<file path="config.mk">
export PLATFORM = sky130hd
export DESIGN_NAME = sbc_command_port
export DESIGN_NICKNAME = d
export VERILOG_FILES = /design/src/verilog/sbc_pkg.sv /design/src/verilog/sbc_burst_if.sv /design/src/verilog/sbc_burst_counter.sv /design/src/verilog/sbc_command_port.sv
export SDC_FILE = /design/constraint.sdc
export NUM_CORES = 1
export LEC_CHECK = 0
export BUFFER_PORTS_ARGS = -buffer_cell sky130_fd_sc_hd__buf_4
export CELL_PAD_IN_SITES_DETAIL_PLACEMENT = 1
export CELL_PAD_IN_SITES_GLOBAL_PLACEMENT = 2
export CORE_ASPECT_RATIO = 0.6
export CORE_MARGIN = 5
export CORE_UTILIZATION = 23
export DETAILED_ROUTE_END_ITERATION = 7
export PLACE_DENSITY_LB_ADDON = 0.25
export SYNTH_ARGS = -nofsm -noshare
export SYNTH_HDL_FRONTEND = slang
export SYNTH_HIERARCHICAL = 1
export SYNTH_SLANG_ARGS = --single-unit
</file>
<file path="constraint.sdc">
create_clock -name ref_clk -period 1.5 [get_ports ref_clk]
set_input_delay 0 -clock ref_clk [delete_from_list [all_inputs] [get_ports ref_clk]]
set_output_delay 0 -clock ref_clk [all_outputs]
set_load 0.01 [all_outputs]
</file>
<file path="src/verilog/sbc_pkg.sv">
// Constants and types shared by the burst memory command port.
// Assumes one device clock, with the controller driving on the same clock.
// Overview of operation
// (RQ1) All address bits, both lowest too, are sampled at the rising edge.
// (RQ2) Synchronous inputs are captured only at a rising clock edge.
// (RQ3) An edge counts only while the active-low clock gate is low.
// (RQ4) A low write strobe at a counted edge starts a write.
// (RQ5) Each low lane select with a write enables its byte and parity only.
// (RQ6) Advance high at a counted edge steps the burst counter.
// (RQ7) Advance low at a counted edge loads the presented address.
// (RQ8) After deselection the controller must load, never advance.
// (RQ9) First chip select is active low, combined with the other two.
// (RQ10) A high clock gate freezes state and never deselects.
// (RQ11) Strap high gives interleaved order, low gives linear; it stays fixed.
// (RQ12) Data and parity float in write phase, after and during deselection.
// (RQ13) Selected only with first and third selects low, second select high.
package sbc_pkg;
  localparam int         SBC_ADDR_W   = 21;
  localparam int         SBC_LANES    = 4;
  localparam int         SBC_BURST_W  = 2;
  localparam logic [1:0] SBC_BURST_RST = 2'h0;
  localparam logic [1:0] SBC_BURST_ONE = 2'h1;
  localparam logic       SBC_STRAP_RST = 1'h1;

  // Gray path idle -> read -> write
  typedef enum logic [1:0] {
    SBC_IDLE  = 2'b00,
    SBC_READ  = 2'b01,
    SBC_WRITE = 2'b11
  } sbc_op_t;
endpackage

</file>
<file path="src/verilog/sbc_burst_if.sv">
// Carries burst counter control and its next low address bits.
// Assumes both ends run on the device clock.
`timescale 1ns/1ps
`default_nettype none
interface sbc_burst_if;
  import sbc_pkg::*;
  logic                   load;
  logic                   advance;
  logic                   interleave;
  logic [SBC_BURST_W-1:0] start_bits;
  logic [SBC_BURST_W-1:0] next_bits;
  modport ctl (output load, output advance, output interleave,
               output start_bits, input next_bits);
  modport cnt (input load, input advance, input interleave,
               input start_bits, output next_bits);
endinterface
`default_nettype wire

</file>
<file path="src/verilog/sbc_burst_counter.sv">
// Burst counter: keeps the start bits and the beat count of a burst.
// Assumes load and advance are already qualified by the clock gate.
`timescale 1ns/1ps
`default_nettype none
module sbc_burst_counter
  import sbc_pkg::*;
(
  input  wire logic ref_clk,
  input  wire logic rst_n,
  sbc_burst_if.cnt  bus
);
  logic [SBC_BURST_W-1:0] start_ff;
  logic [SBC_BURST_W-1:0] count_ff;
  logic [SBC_BURST_W-1:0] step;

  always_comb begin
    step = count_ff + SBC_BURST_ONE;
  end

  // Interleaved order toggles bits, linear order adds with wrap
  always_comb begin
    if (bus.interleave) begin // see (RQ11)
      bus.next_bits = start_ff ^ step;
    end else begin
      bus.next_bits = start_ff + step;
    end
  end

  always_ff @(posedge ref_clk) begin
    if (!rst_n) begin
      start_ff <= SBC_BURST_RST;
      count_ff <= SBC_BURST_RST;
    end else if (bus.load) begin // see (RQ7)
      start_ff <= bus.start_bits;
      count_ff <= SBC_BURST_RST;
    end else if (bus.advance) begin // see (RQ6)
      count_ff <= step;
    end else begin
      count_ff <= count_ff;
    end
  end
endmodule // sbc_burst_counter
`default_nettype wire

</file>
<file path="src/verilog/sbc_command_port.sv">
// Command front end of a pipelined burst memory: address capture,
// lane write qualification, burst advance or load, select decoding.
// Assumes all command inputs are driven from logic on ref_clk.
`timescale 1ns/1ps
`default_nettype none
module sbc_command_port
  import sbc_pkg::*;
#(
  parameter int ADDR_W = SBC_ADDR_W,
  parameter int LANES  = SBC_LANES
) (
  input  wire logic              ref_clk,
  input  wire logic              rst_n,
  input  wire logic              clock_gate_n,
  input  wire logic [ADDR_W-1:0] addr,
  input  wire logic [LANES-1:0]  byte_lane_write_sel_n,
  input  wire logic              write_strobe_n,
  input  wire logic              advance_or_load,
  input  wire logic              chip_sel_first_n,
  input  wire logic              chip_sel_second,
  input  wire logic              chip_sel_third_n,
  input  wire logic              burst_order_strap,
  output logic [ADDR_W-1:0]      access_addr_ff,
  output sbc_op_t                cmd_op_ff,
  output logic [LANES-1:0]       lane_write_en_ff,
  output logic [LANES-1:0]       data_lane_wr_ff,
  output logic                   bus_drive_ok_ff,
  output logic                   interleave_ff
);
  sbc_burst_if burst ();

  sbc_op_t          nxt_op;
  sbc_op_t          phase_op_ff;
  logic             edge_ok;
  logic             select_now;
  logic [LANES-1:0] nxt_lanes;

  // Selection decode shared by the command and the checks
  function automatic logic sel_decode(input logic first_n,
                                      input logic second,
                                      input logic third_n);
    sel_decode = !first_n && second && !third_n;
  endfunction

  always_comb begin
    edge_ok    = !clock_gate_n; // see (RQ3)
    select_now = sel_decode(chip_sel_first_n, chip_sel_second,
                            chip_sel_third_n); // see (RQ9) see (RQ13)
  end

  // An advance continues whatever the last load started, including a
  // deselect; the controller is expected to load after deselection.
  always_comb begin
    case (cmd_op_ff)
      SBC_IDLE, SBC_READ, SBC_WRITE: begin
        if (!edge_ok) begin
          nxt_op = cmd_op_ff; // see (RQ10)
        end else if (advance_or_load) begin
          nxt_op = cmd_op_ff; // see (RQ6) see (RQ8)
        end else if (!select_now) begin
          nxt_op = SBC_IDLE; // see (RQ13)
        end else if (!write_strobe_n) begin
          nxt_op = SBC_WRITE; // see (RQ4)
        end else begin
          nxt_op = SBC_READ;
        end
      end
      default: nxt_op = SBC_IDLE;
    endcase
  end

  // Lane selects are sampled every counted edge of a write, also within a burst
  always_comb begin
    if (nxt_op == SBC_WRITE) begin
      nxt_lanes = ~byte_lane_write_sel_n; // see (RQ5)
    end else begin
      nxt_lanes = '0;
    end
  end

  always_comb begin
    burst.load       = edge_ok && !advance_or_load;
    burst.advance    = edge_ok && advance_or_load;
    burst.interleave = interleave_ff;
    burst.start_bits = addr[SBC_BURST_W-1:0];
  end

  sbc_burst_counter u_burst (
    .ref_clk (ref_clk),
    .rst_n   (rst_n),
    .bus     (burst)
  );

  // Strap is caught while reset is held, then left alone
  always_ff @(posedge ref_clk) begin
    if (!rst_n) begin
      interleave_ff <= burst_order_strap; // see (RQ11)
    end else begin
      interleave_ff <= interleave_ff;
    end
  end

  always_ff @(posedge ref_clk) begin
    if (!rst_n) begin
      cmd_op_ff <= SBC_IDLE;
    end else begin
      cmd_op_ff <= nxt_op; // see (RQ2)
    end
  end

  always_ff @(posedge ref_clk) begin
    if (!rst_n) begin
      access_addr_ff <= '0;
    end else if (burst.load) begin
      access_addr_ff <= addr; // see (RQ1) see (RQ7)
    end else if (burst.advance) begin
      access_addr_ff[SBC_BURST_W-1:0] <= burst.next_bits; // see (RQ6)
    end else begin
      access_addr_ff <= access_addr_ff; // see (RQ10)
    end
  end

  always_ff @(posedge ref_clk) begin
    if (!rst_n) begin
      lane_write_en_ff <= '0;
    end else if (edge_ok) begin
      lane_write_en_ff <= nxt_lanes; // see (RQ5)
    end else begin
      lane_write_en_ff <= lane_write_en_ff;
    end
  end

  // Data phase trails the command by one counted edge. The pins float
  // for a write, for a deselect, and for the first read after one,
  // which keeps a turnaround slot against the previous bus owner.
  always_ff @(posedge ref_clk) begin
    if (!rst_n) begin
      phase_op_ff     <= SBC_IDLE;
      data_lane_wr_ff <= '0;
      bus_drive_ok_ff <= 1'h0;
    end else if (edge_ok) begin
      phase_op_ff     <= cmd_op_ff;
      data_lane_wr_ff <= lane_write_en_ff; // see (RQ5)
      bus_drive_ok_ff <= (cmd_op_ff == SBC_READ) &&
                         (phase_op_ff != SBC_IDLE); // see (RQ12)
    end else begin
      phase_op_ff     <= phase_op_ff;
      data_lane_wr_ff <= data_lane_wr_ff;
      bus_drive_ok_ff <= bus_drive_ok_ff;
    end
  end
endmodule // sbc_command_port
`default_nettype wire

</file>
==> results of run 1 <==
==> per-layer routing <==
layer	GRT usage (%)	up-vias
li1	-	730
met1	15.1	658
met2	18.2	35
met3	4.56	2
met4	2.73	0
met5	0	-
==> cell type report <==
cell class,instances,area [sq um]
Tap cell,87,109
Clock buffer,6,72.6
Multi-Input combinational cell,110,681
Fill cell,767,4080
Inverter,4,15.0
Timing Repair Buffer,99,811
Sequential cell,39,795
==> path summary, 6_finish.rpt <==
kind | depth (start not counted) | slack [ns] | start | endpoint
worst min register to register | 2 | 0.46 | access_addr_ff[2] | access_addr_ff[2]
worst max-delay path | 7 | 0.07 | u_burst/count_ff[0] | access_addr_ff[1]
worst max register to register | 7 | 0.07 | u_burst/count_ff[0] | access_addr_ff[1]
worst min-delay path | 3 | 0.05 | clock_gate_n | bus_drive_ok_ff
==> worst register-to-register path: stages, from the launching register on <==
cell,delay [ns]
dfxtp_4,0.37
inv_2,0.06
ha_4,0.11
nor2b_4,0.13
xnor3_1,0.21
mux2_4,0.26
mux2i_1,0.13
nor2_1,0.06
==> sequential cells by signal (all words and copies together) (netlist names) <==
register,count
cmd_op_ff,2
u_burst/start_ff,2
data_lane_wr_ff,4
interleave_ff,1
lane_write_en_ff,4
bus_drive_ok_ff,1
access_addr_ff,21
phase_op_ff,2
u_burst/count_ff,2
==> layout by cell type, fill, tap and decap left out, types with 2 or more instances in the layout <==
| cell | instances |
|---|---|
| buf_4 | 72 |
| nand2_1 | 39 |
| dfxtp_1 | 37 |
| dlygate4sd3_1 | 27 |
| a21oi_1 | 21 |
| nor2_1 | 11 |
| mux2i_1 | 10 |
| clkbuf_8 | 5 |
| nand3_1 | 4 |
| o31ai_1 | 4 |
| inv_2 | 2 |
| inv_1 | 2 |
| nor2b_1 | 2 |
==> power by group through the flow <==
stage	sequential, W	combinational [W]	clock (W)
after floorplan	0.00115	0.000132	0
after global placement	0.00113	0.000307	0
after detailed placement	0.00113	0.000307	0
after CTS	0.00111	0.000363	0.000697
after global routing	0.00112	0.000397	0.000740
final	0.00111	0.000363	0.000656
==> stage by stage <==
step | utilization, % | total power, W
6_report | 37.8 | 0.00213
5_1_grt | 37.8 | 0.00225
4_1_cts | 37.4 | 0.00217
3_5_place_dp | 32.2 | 0.00144
3_3_place_gp | 32.2 | 0.00144
2_1_floorplan | - | 0.00128
==> kinds of logic after synthesis <==
| family | Yosys count |
|---|---|
| XOR/XNOR | 3 |
| AND/OR/NAND/NOR | 63 |
| adder cells (fa/ha/maj) | 1 |
| buffers and inverters | 13 |
| multiplexers | 12 |
| AO/OA/AOI/OAI | 31 |
| flip-flops | 39 |
==> what timing repair did <==
item                       CTS  global route
hold endpoints to repair    27             0
hold buffers                27             0
setup endpoints to repair    0             1
gates resized for setup      0             6
==> summary.md, run 1 <==
| Metric | Value |
|---|---|
| Status | `finished clean` |
| Setup crit start kind | `flop` |
| Antenna violations before repair | `0` |
| Initial core utilization | `23.2%` |
| Final period util | `95.2%` |
| DRT Wirelength | `4690 um` |
| I/O Pins | `67` |
| Synth top area share | `50.0%` |
| Synthesized cell area | `0.00152 sq mm` |
| Setup WS pre-CTS | `0.0578 ns` |
| Comb power frac | `17.0%` |
| Synth cell types | `31` |
| Core box area | `0.00656 sq mm` |
| Number of antenna-violating nets in the routed design | `0` |
| Clk_lat worst skew | `0.28 ns` |
| Number of global-route vias before repair | `1505` |
| Final setup TNS | `0 ns` |
| Layout area overhead | `63.0%` |
| Gr ovfl total | `0` |
| Tot GR Track Use | `11.6%` |
| Crit-path max cell delay | `0.37 ns` |
| Sw Pwr | `0.000525 W` |
| Dpl cells | `312` |
| Type of the worst setup path | `flop to flop` |
| DRT Pass-1 Iters | `3` |
| Vias | `1425` |
| Unrepaired setup endpoints after global routing | `true` |
| Clk pwr share | `30.8%` |
| Routed length on met3 | `347 um` |
| Share of layout cells above drive strength 1 | `34.9%` |
| Flop pwr share | `52.2%` |
| Worst setup EP type | `flop` |
| Max VDD drop | `311 uV` |
| Number of clock sinks | `39` |
| Crit path DAT | `1.61 ns` |
| FP Rows | `23` |
| DRC viols | `0` |
| WP buf/inv | `1` |
| DR vias/cell | `4.13` |
| # H-tree levels | `2` |
| Routability cong. | `0.676` |
| Critical-path top delay cell | `dfxtp_4` |
| # Post-CTS Setup Buffers | `0` |
| Nets | `294` |
| Die Ht | `73.0 um` |
| Seq cells post-synth | `39` |
| Antenna cells | `0` |
| Synth Flop Type | `dfxtp_1` |
| Clock tree buffer depth | `2` |
| Syn Inst Count | `162` |
| EDFF count, synth | `1` |
| Mux cell area share after synthesis | `8.05%` |
| Met2 wire length | `2060 um` |
| Post-synth top cells | `nand2_1 (39), dfxtp_1 (38), a21oi_1 (21)` |
| CTS tree | `yes` |
| P per Cell Area | `858 mW/mm^2` |
| Final setup margin | `0.0718 ns` |
| Wire per inst | `13.6 um` |
| Syn_nets | `197` |
| # setup viols final | `0` |
| Fmax | `700 MHz` |
| Yosys top cell by area | `dfxtp_1` |
| Hold slack | `0.0483 ns` |
| Final min period | `1.43 ns` |
| Slew Limit Fails | `0` |
| Cell Count, Final, Fillers Out | `345` |
| Crit-path leading delay family | `multiplexers` |
| Pin count of the biggest net entering global routing | `18` |
| Final instance area | `0.00248 sq mm` |
| Sw Ratio | `24.7%` |
| Xor and xnor area share after synthesis | `2.63%` |
| Leak pwr | `1.08 nW` |
| Synth area leaders | `dfxtp_1 (50%), nand2_1 (9.6%), a21oi_1 (6.9%)` |
| DR top layer | `met4` |
| I/O Buffers | `66` |
| Placed Area | `0.00211 sq mm` |
| Largest family of logic cells by synthesized area | `simple AND/OR/NAND/NOR gates` |
| Clk slew on worst S/H paths | `0.08 ns` |
| Detailed Place HPWL | `3230 um` |
| Layout Skew | `0.00881 ns` |
| Number of max-cap violations | `0` |
| Most numerous cell in the Yosys netlist | `nand2_1` |
| Post-synth ARST share | `0%` |
| Register area share after synthesis | `51.9%` |
| Worst-Margin Slew | `0.369 ns` |
| Critical-path cell list | `inv_2, ha_4, nor2b_4, xnor3_1, mux2_4, mux2i_1, nor2_1` |
| Simple-gate share of the synthesized area | `18.3%` |
| Total CTS buffers | `5` |
| Mean Syn Cell Area | `9.40 sq um` |
| Yosys warning count | `6` |
| Met1 WL | `2250 um` |
| Largest fanout on the critical path | `5` |
| First DRT Iteration DRCs | `67` |
| Adder-cell share of the synthesized area | `0.822%` |
| Die area | `0.00840 sq mm` |
| Hold/Removal Path Class | `input pin to flop` |
| First-pass GRT wire length | `7600 um` |
| Slew HR | `75.4%` |
| P_int | `0.00160 W` |
| Die Wd | `115 um` |
| Req. time, crit path | `1.68 ns` |
| Final Hold Vio Count | `0` |
| Clk root buf | `clkbuf_8` |
| Compound-Gate Fraction of Synth Area | `12.8%` |
Note: power is estimated with default switching activity, not from simulation.
==> run 2: changes to the inputs <==
- ABC_AREA: unset -> 1
- CORE_UTILIZATION: 23 -> 22
==> run 2 against run 1 <==
Clock skew fell by 0.0057 ns. Largest power group unchanged. Core utilization is 1.6 points lower. Cell area shrank 2.5%. Non-clock buffer count shrank 11. Count of clock-buffer cells in the layout is the same. Sequential power is essentially flat. Hold slack worse by 0.039 ns. Routed wire length grew 0.51%. Setup slack better by 0.25 ns. Fmax is 21% higher. Sequential share of layout area grew 0.67 points.
==> summary.md, run 2 <==
| Metric | Value |
|---|---|
| Wire per inst | `12.6 um` |
| Syn_nets | `237` |
| Placed Area | `0.00208 sq mm` |
| Core Util, Final | `36.2%` |
| Number of max-cap violations | `0` |
| Detailed Place HPWL | `3360 um` |
| DR vias/cell | `4.09` |
| Mean Syn Cell Area | `7.49 sq um` |
| Setup crit start kind | `flop` |
| Total area of sequential cells | `791 sq um` |
| Unrepaired setup endpoints after global routing | `false` |
| Req. time, crit path | `1.67 ns` |
| Die Wd | `117 um` |
| DRT Pass-1 Iters | `4` |
| Die Ht | `74.2 um` |
| Total CTS buffers | `5` |
| Register area share after synthesis | `52.3%` |
| CTS tree | `yes` |
| Routability cong. | `0.723` |
| I/O Buffers | `66` |
| Hold/Removal Path Class | `input pin to flop` |
| Worst setup EP type | `flop` |
| Number of flip-flops in the largest register | `21` |
| Status | `finished clean` |
| Vias | `1534` |
| Area of the multi-input gates | `607 sq um` |
| Crit path DAT | `1.35 ns` |
| Biggest regs | `access_addr_ff (21), data_lane_wr_ff (4), lane_write_en_ff (4)` |
| Tot GR Track Use | `11.6%` |
| Clk slew on worst S/H paths | `0.06 ns` |
| Number of clock sinks | `39` |
| Synthesized cell area | `0.00151 sq mm` |
| # setup viols final | `0` |
| I/O Pins | `67` |
| Clk root buf | `clkbuf_16` |
| FILL cells | `835` |
| Final period util | `78.7%` |
| P per Cell Area | `1030 mW/mm^2` |
| Antenna cells | `0` |
| Synth cell types | `20` |
| Max VDD drop | `427 uV` |
| Yosys warning count | `6` |
| Final Hold Vio Count | `0` |
| DRC viols | `0` |
| Synth area leaders | `dfxtp_1 (50%), nor2_1 (14%), o21ai_0 (10%)` |
| Core box area | `0.00668 sq mm` |
| Grt met1 use | `15.1%` |
| Final instance area | `0.00242 sq mm` |
| Final setup TNS | `0 ns` |
| Most common cell after layout, fill and taps aside | `buf_4` |
| DRT Wirelength | `4710 um` |
| Layout Skew | `0.00313 ns` |
| First-pass GRT wire length | `7830 um` |
| Post-synth ARST share | `0%` |
| Met2 Use GR | `17.3%` |
| Met3 usage | `5.53%` |
| Seq cells post-synth | `39` |
| Number of antenna-violating nets in the routed design | `0` |
| Pwr Total | `0.00250 W` |
| Most numerous cell in the Yosys netlist | `nor2_1` |
| Fmax | `847 MHz` |
| Nets | `324` |
| FP Rows | `23` |
| Reg with most FFs | `access_addr_ff` |
| Antenna violations before repair | `0` |
| Clk_lat worst skew | `0.27 ns` |
| Leak pwr | `1.16 nW` |
| Post-synth top cells | `nor2_1 (58), dfxtp_1 (38), o21ai_0 (31)` |
| Synth top area share | `50.3%` |
| Slew Limit Fails | `0` |
| Largest fanout on the critical path | `4` |
| Synth Flop Type | `dfxtp_1` |
| Clock tree buffer depth | `2` |
| Final min period | `1.18 ns` |
| Slew HR | `77.2%` |
| Gr ovfl total | `0` |
| # H-tree levels | `2` |
| First DRT Iteration DRCs | `53` |
| Number of global-route vias before repair | `1598` |
| EDFF count, synth | `1` |
| Commonest cells after routing, fill and taps aside | `buf_4 (67), nor2_1 (58), dfxtp_1 (38), o21ai_0 (31), nand2_1 (24)` |
| Die area | `0.00869 sq mm` |
| Pin count of the biggest net entering global routing | `36` |
| Share of layout cells above drive strength 1 | `27.8%` |
| Syn Inst Count | `202` |
| Worst-Margin Slew | `0.341 ns` |
| Initial core utilization | `22.7%` |
| Yosys top cell by area | `dfxtp_1` |
| Layout area overhead | `60.0%` |
| Grt peak-use layer | `met2` |
| Type of the worst setup path | `flop to flop` |
run 2: changes by cell type in the layout (fill, tap and decap cells not counted), sizes merged, moves of 3 or more:
| cell | before | now |
|---|---|---|
| a21oi | 22 | 6 |
| buf | 72 | 67 |
| dlygate4sd3 | 27 | 21 |
| inv | 4 | 19 |
| mux2i | 10 | 0 |
| nand2 | 39 | 26 |
| nand4 | 0 | 4 |
| nor2 | 11 | 59 |
| nor2b | 3 | 0 |
| o21ai | 0 | 32 |
| o31ai | 4 | 0 |
run 2: metrics by stage:
step	worst slack (ns)	std cells	hold WS [ns]
finish	0.320	375	0.00959
global route	0.177	375	0.0306
CTS	0.308	375	0.0101
detailed placement	0.313	348	0.184
global placement	0.353	348	0.185
floorplan	0.404	202	0.0989
run 2: path summary, 6_finish.rpt:
check	start	endpoint	slack, ns	depth (start not counted)
hold / removal	byte_lane_write_sel_n[2]	lane_write_en_ff[2]	0.01	4
setup / recovery	u_burst/count_ff[0]	access_addr_ff[1]	0.32	10
setup reg to reg	u_burst/count_ff[0]	access_addr_ff[1]	0.32	10
hold reg to reg	u_burst/start_ff[1]	u_burst/start_ff[1]	0.47	2
run 2: metal layers:
layer	share of wire (%)	up-vias
met4	0.49	0
met1	49	673
met2	40	47
met5	0	-
li1	-	812
met3	11	2
run 2: what timing repair did:
action | CTS | global route
hold endpoints to repair | 21 | 0
hold buffers | 21 | 0
setup buffers | 0 | 0
gates resized for setup | 0 | 0
run 2: report_power, final:
group          internal (W)  total (W)  switching (W)
registers           0.00111    0.00114      0.0000363
clock network      0.000597   0.000966       0.000369
logic              0.000204   0.000387       0.000183
run 2: layout make-up:
cell class / instances / share of cell area (%)
inverter: 19 / 2.95
sequential: 39 / 32.7
clock buffer: 6 / 5.33
timing repair buffer: 88 / 29.5
tap: 87 / 4.50
multi-input combinational: 136 / 25.1
run 2: worst max-delay path, cell delays in order, from the launching register on:
cell     delay (ns)
dfxtp_1        0.38
inv_2          0.05
ha_1           0.19
nand3_1        0.10
nand2_1        0.06
nand2_1        0.05
nand2_1        0.04
nand2_1        0.06
nand3_1        0.06
nand2_1        0.05
inv_1          0.03
run 2: kinds of logic (layout without fill, tap and decap cells):
| kind of cell | count (synthesis) | after routing | share of synthesized area, % |
|---|---|---|---|
| compound gates | 39 | 39 | 13.1 |
| fa+ha+maj | 1 | 1 | 0.827 |
| buf+inv | 27 | 113 | 7.61 |
| flops | 39 | 39 | 52.3 |
| simple gates | 96 | 96 | 26.2 |
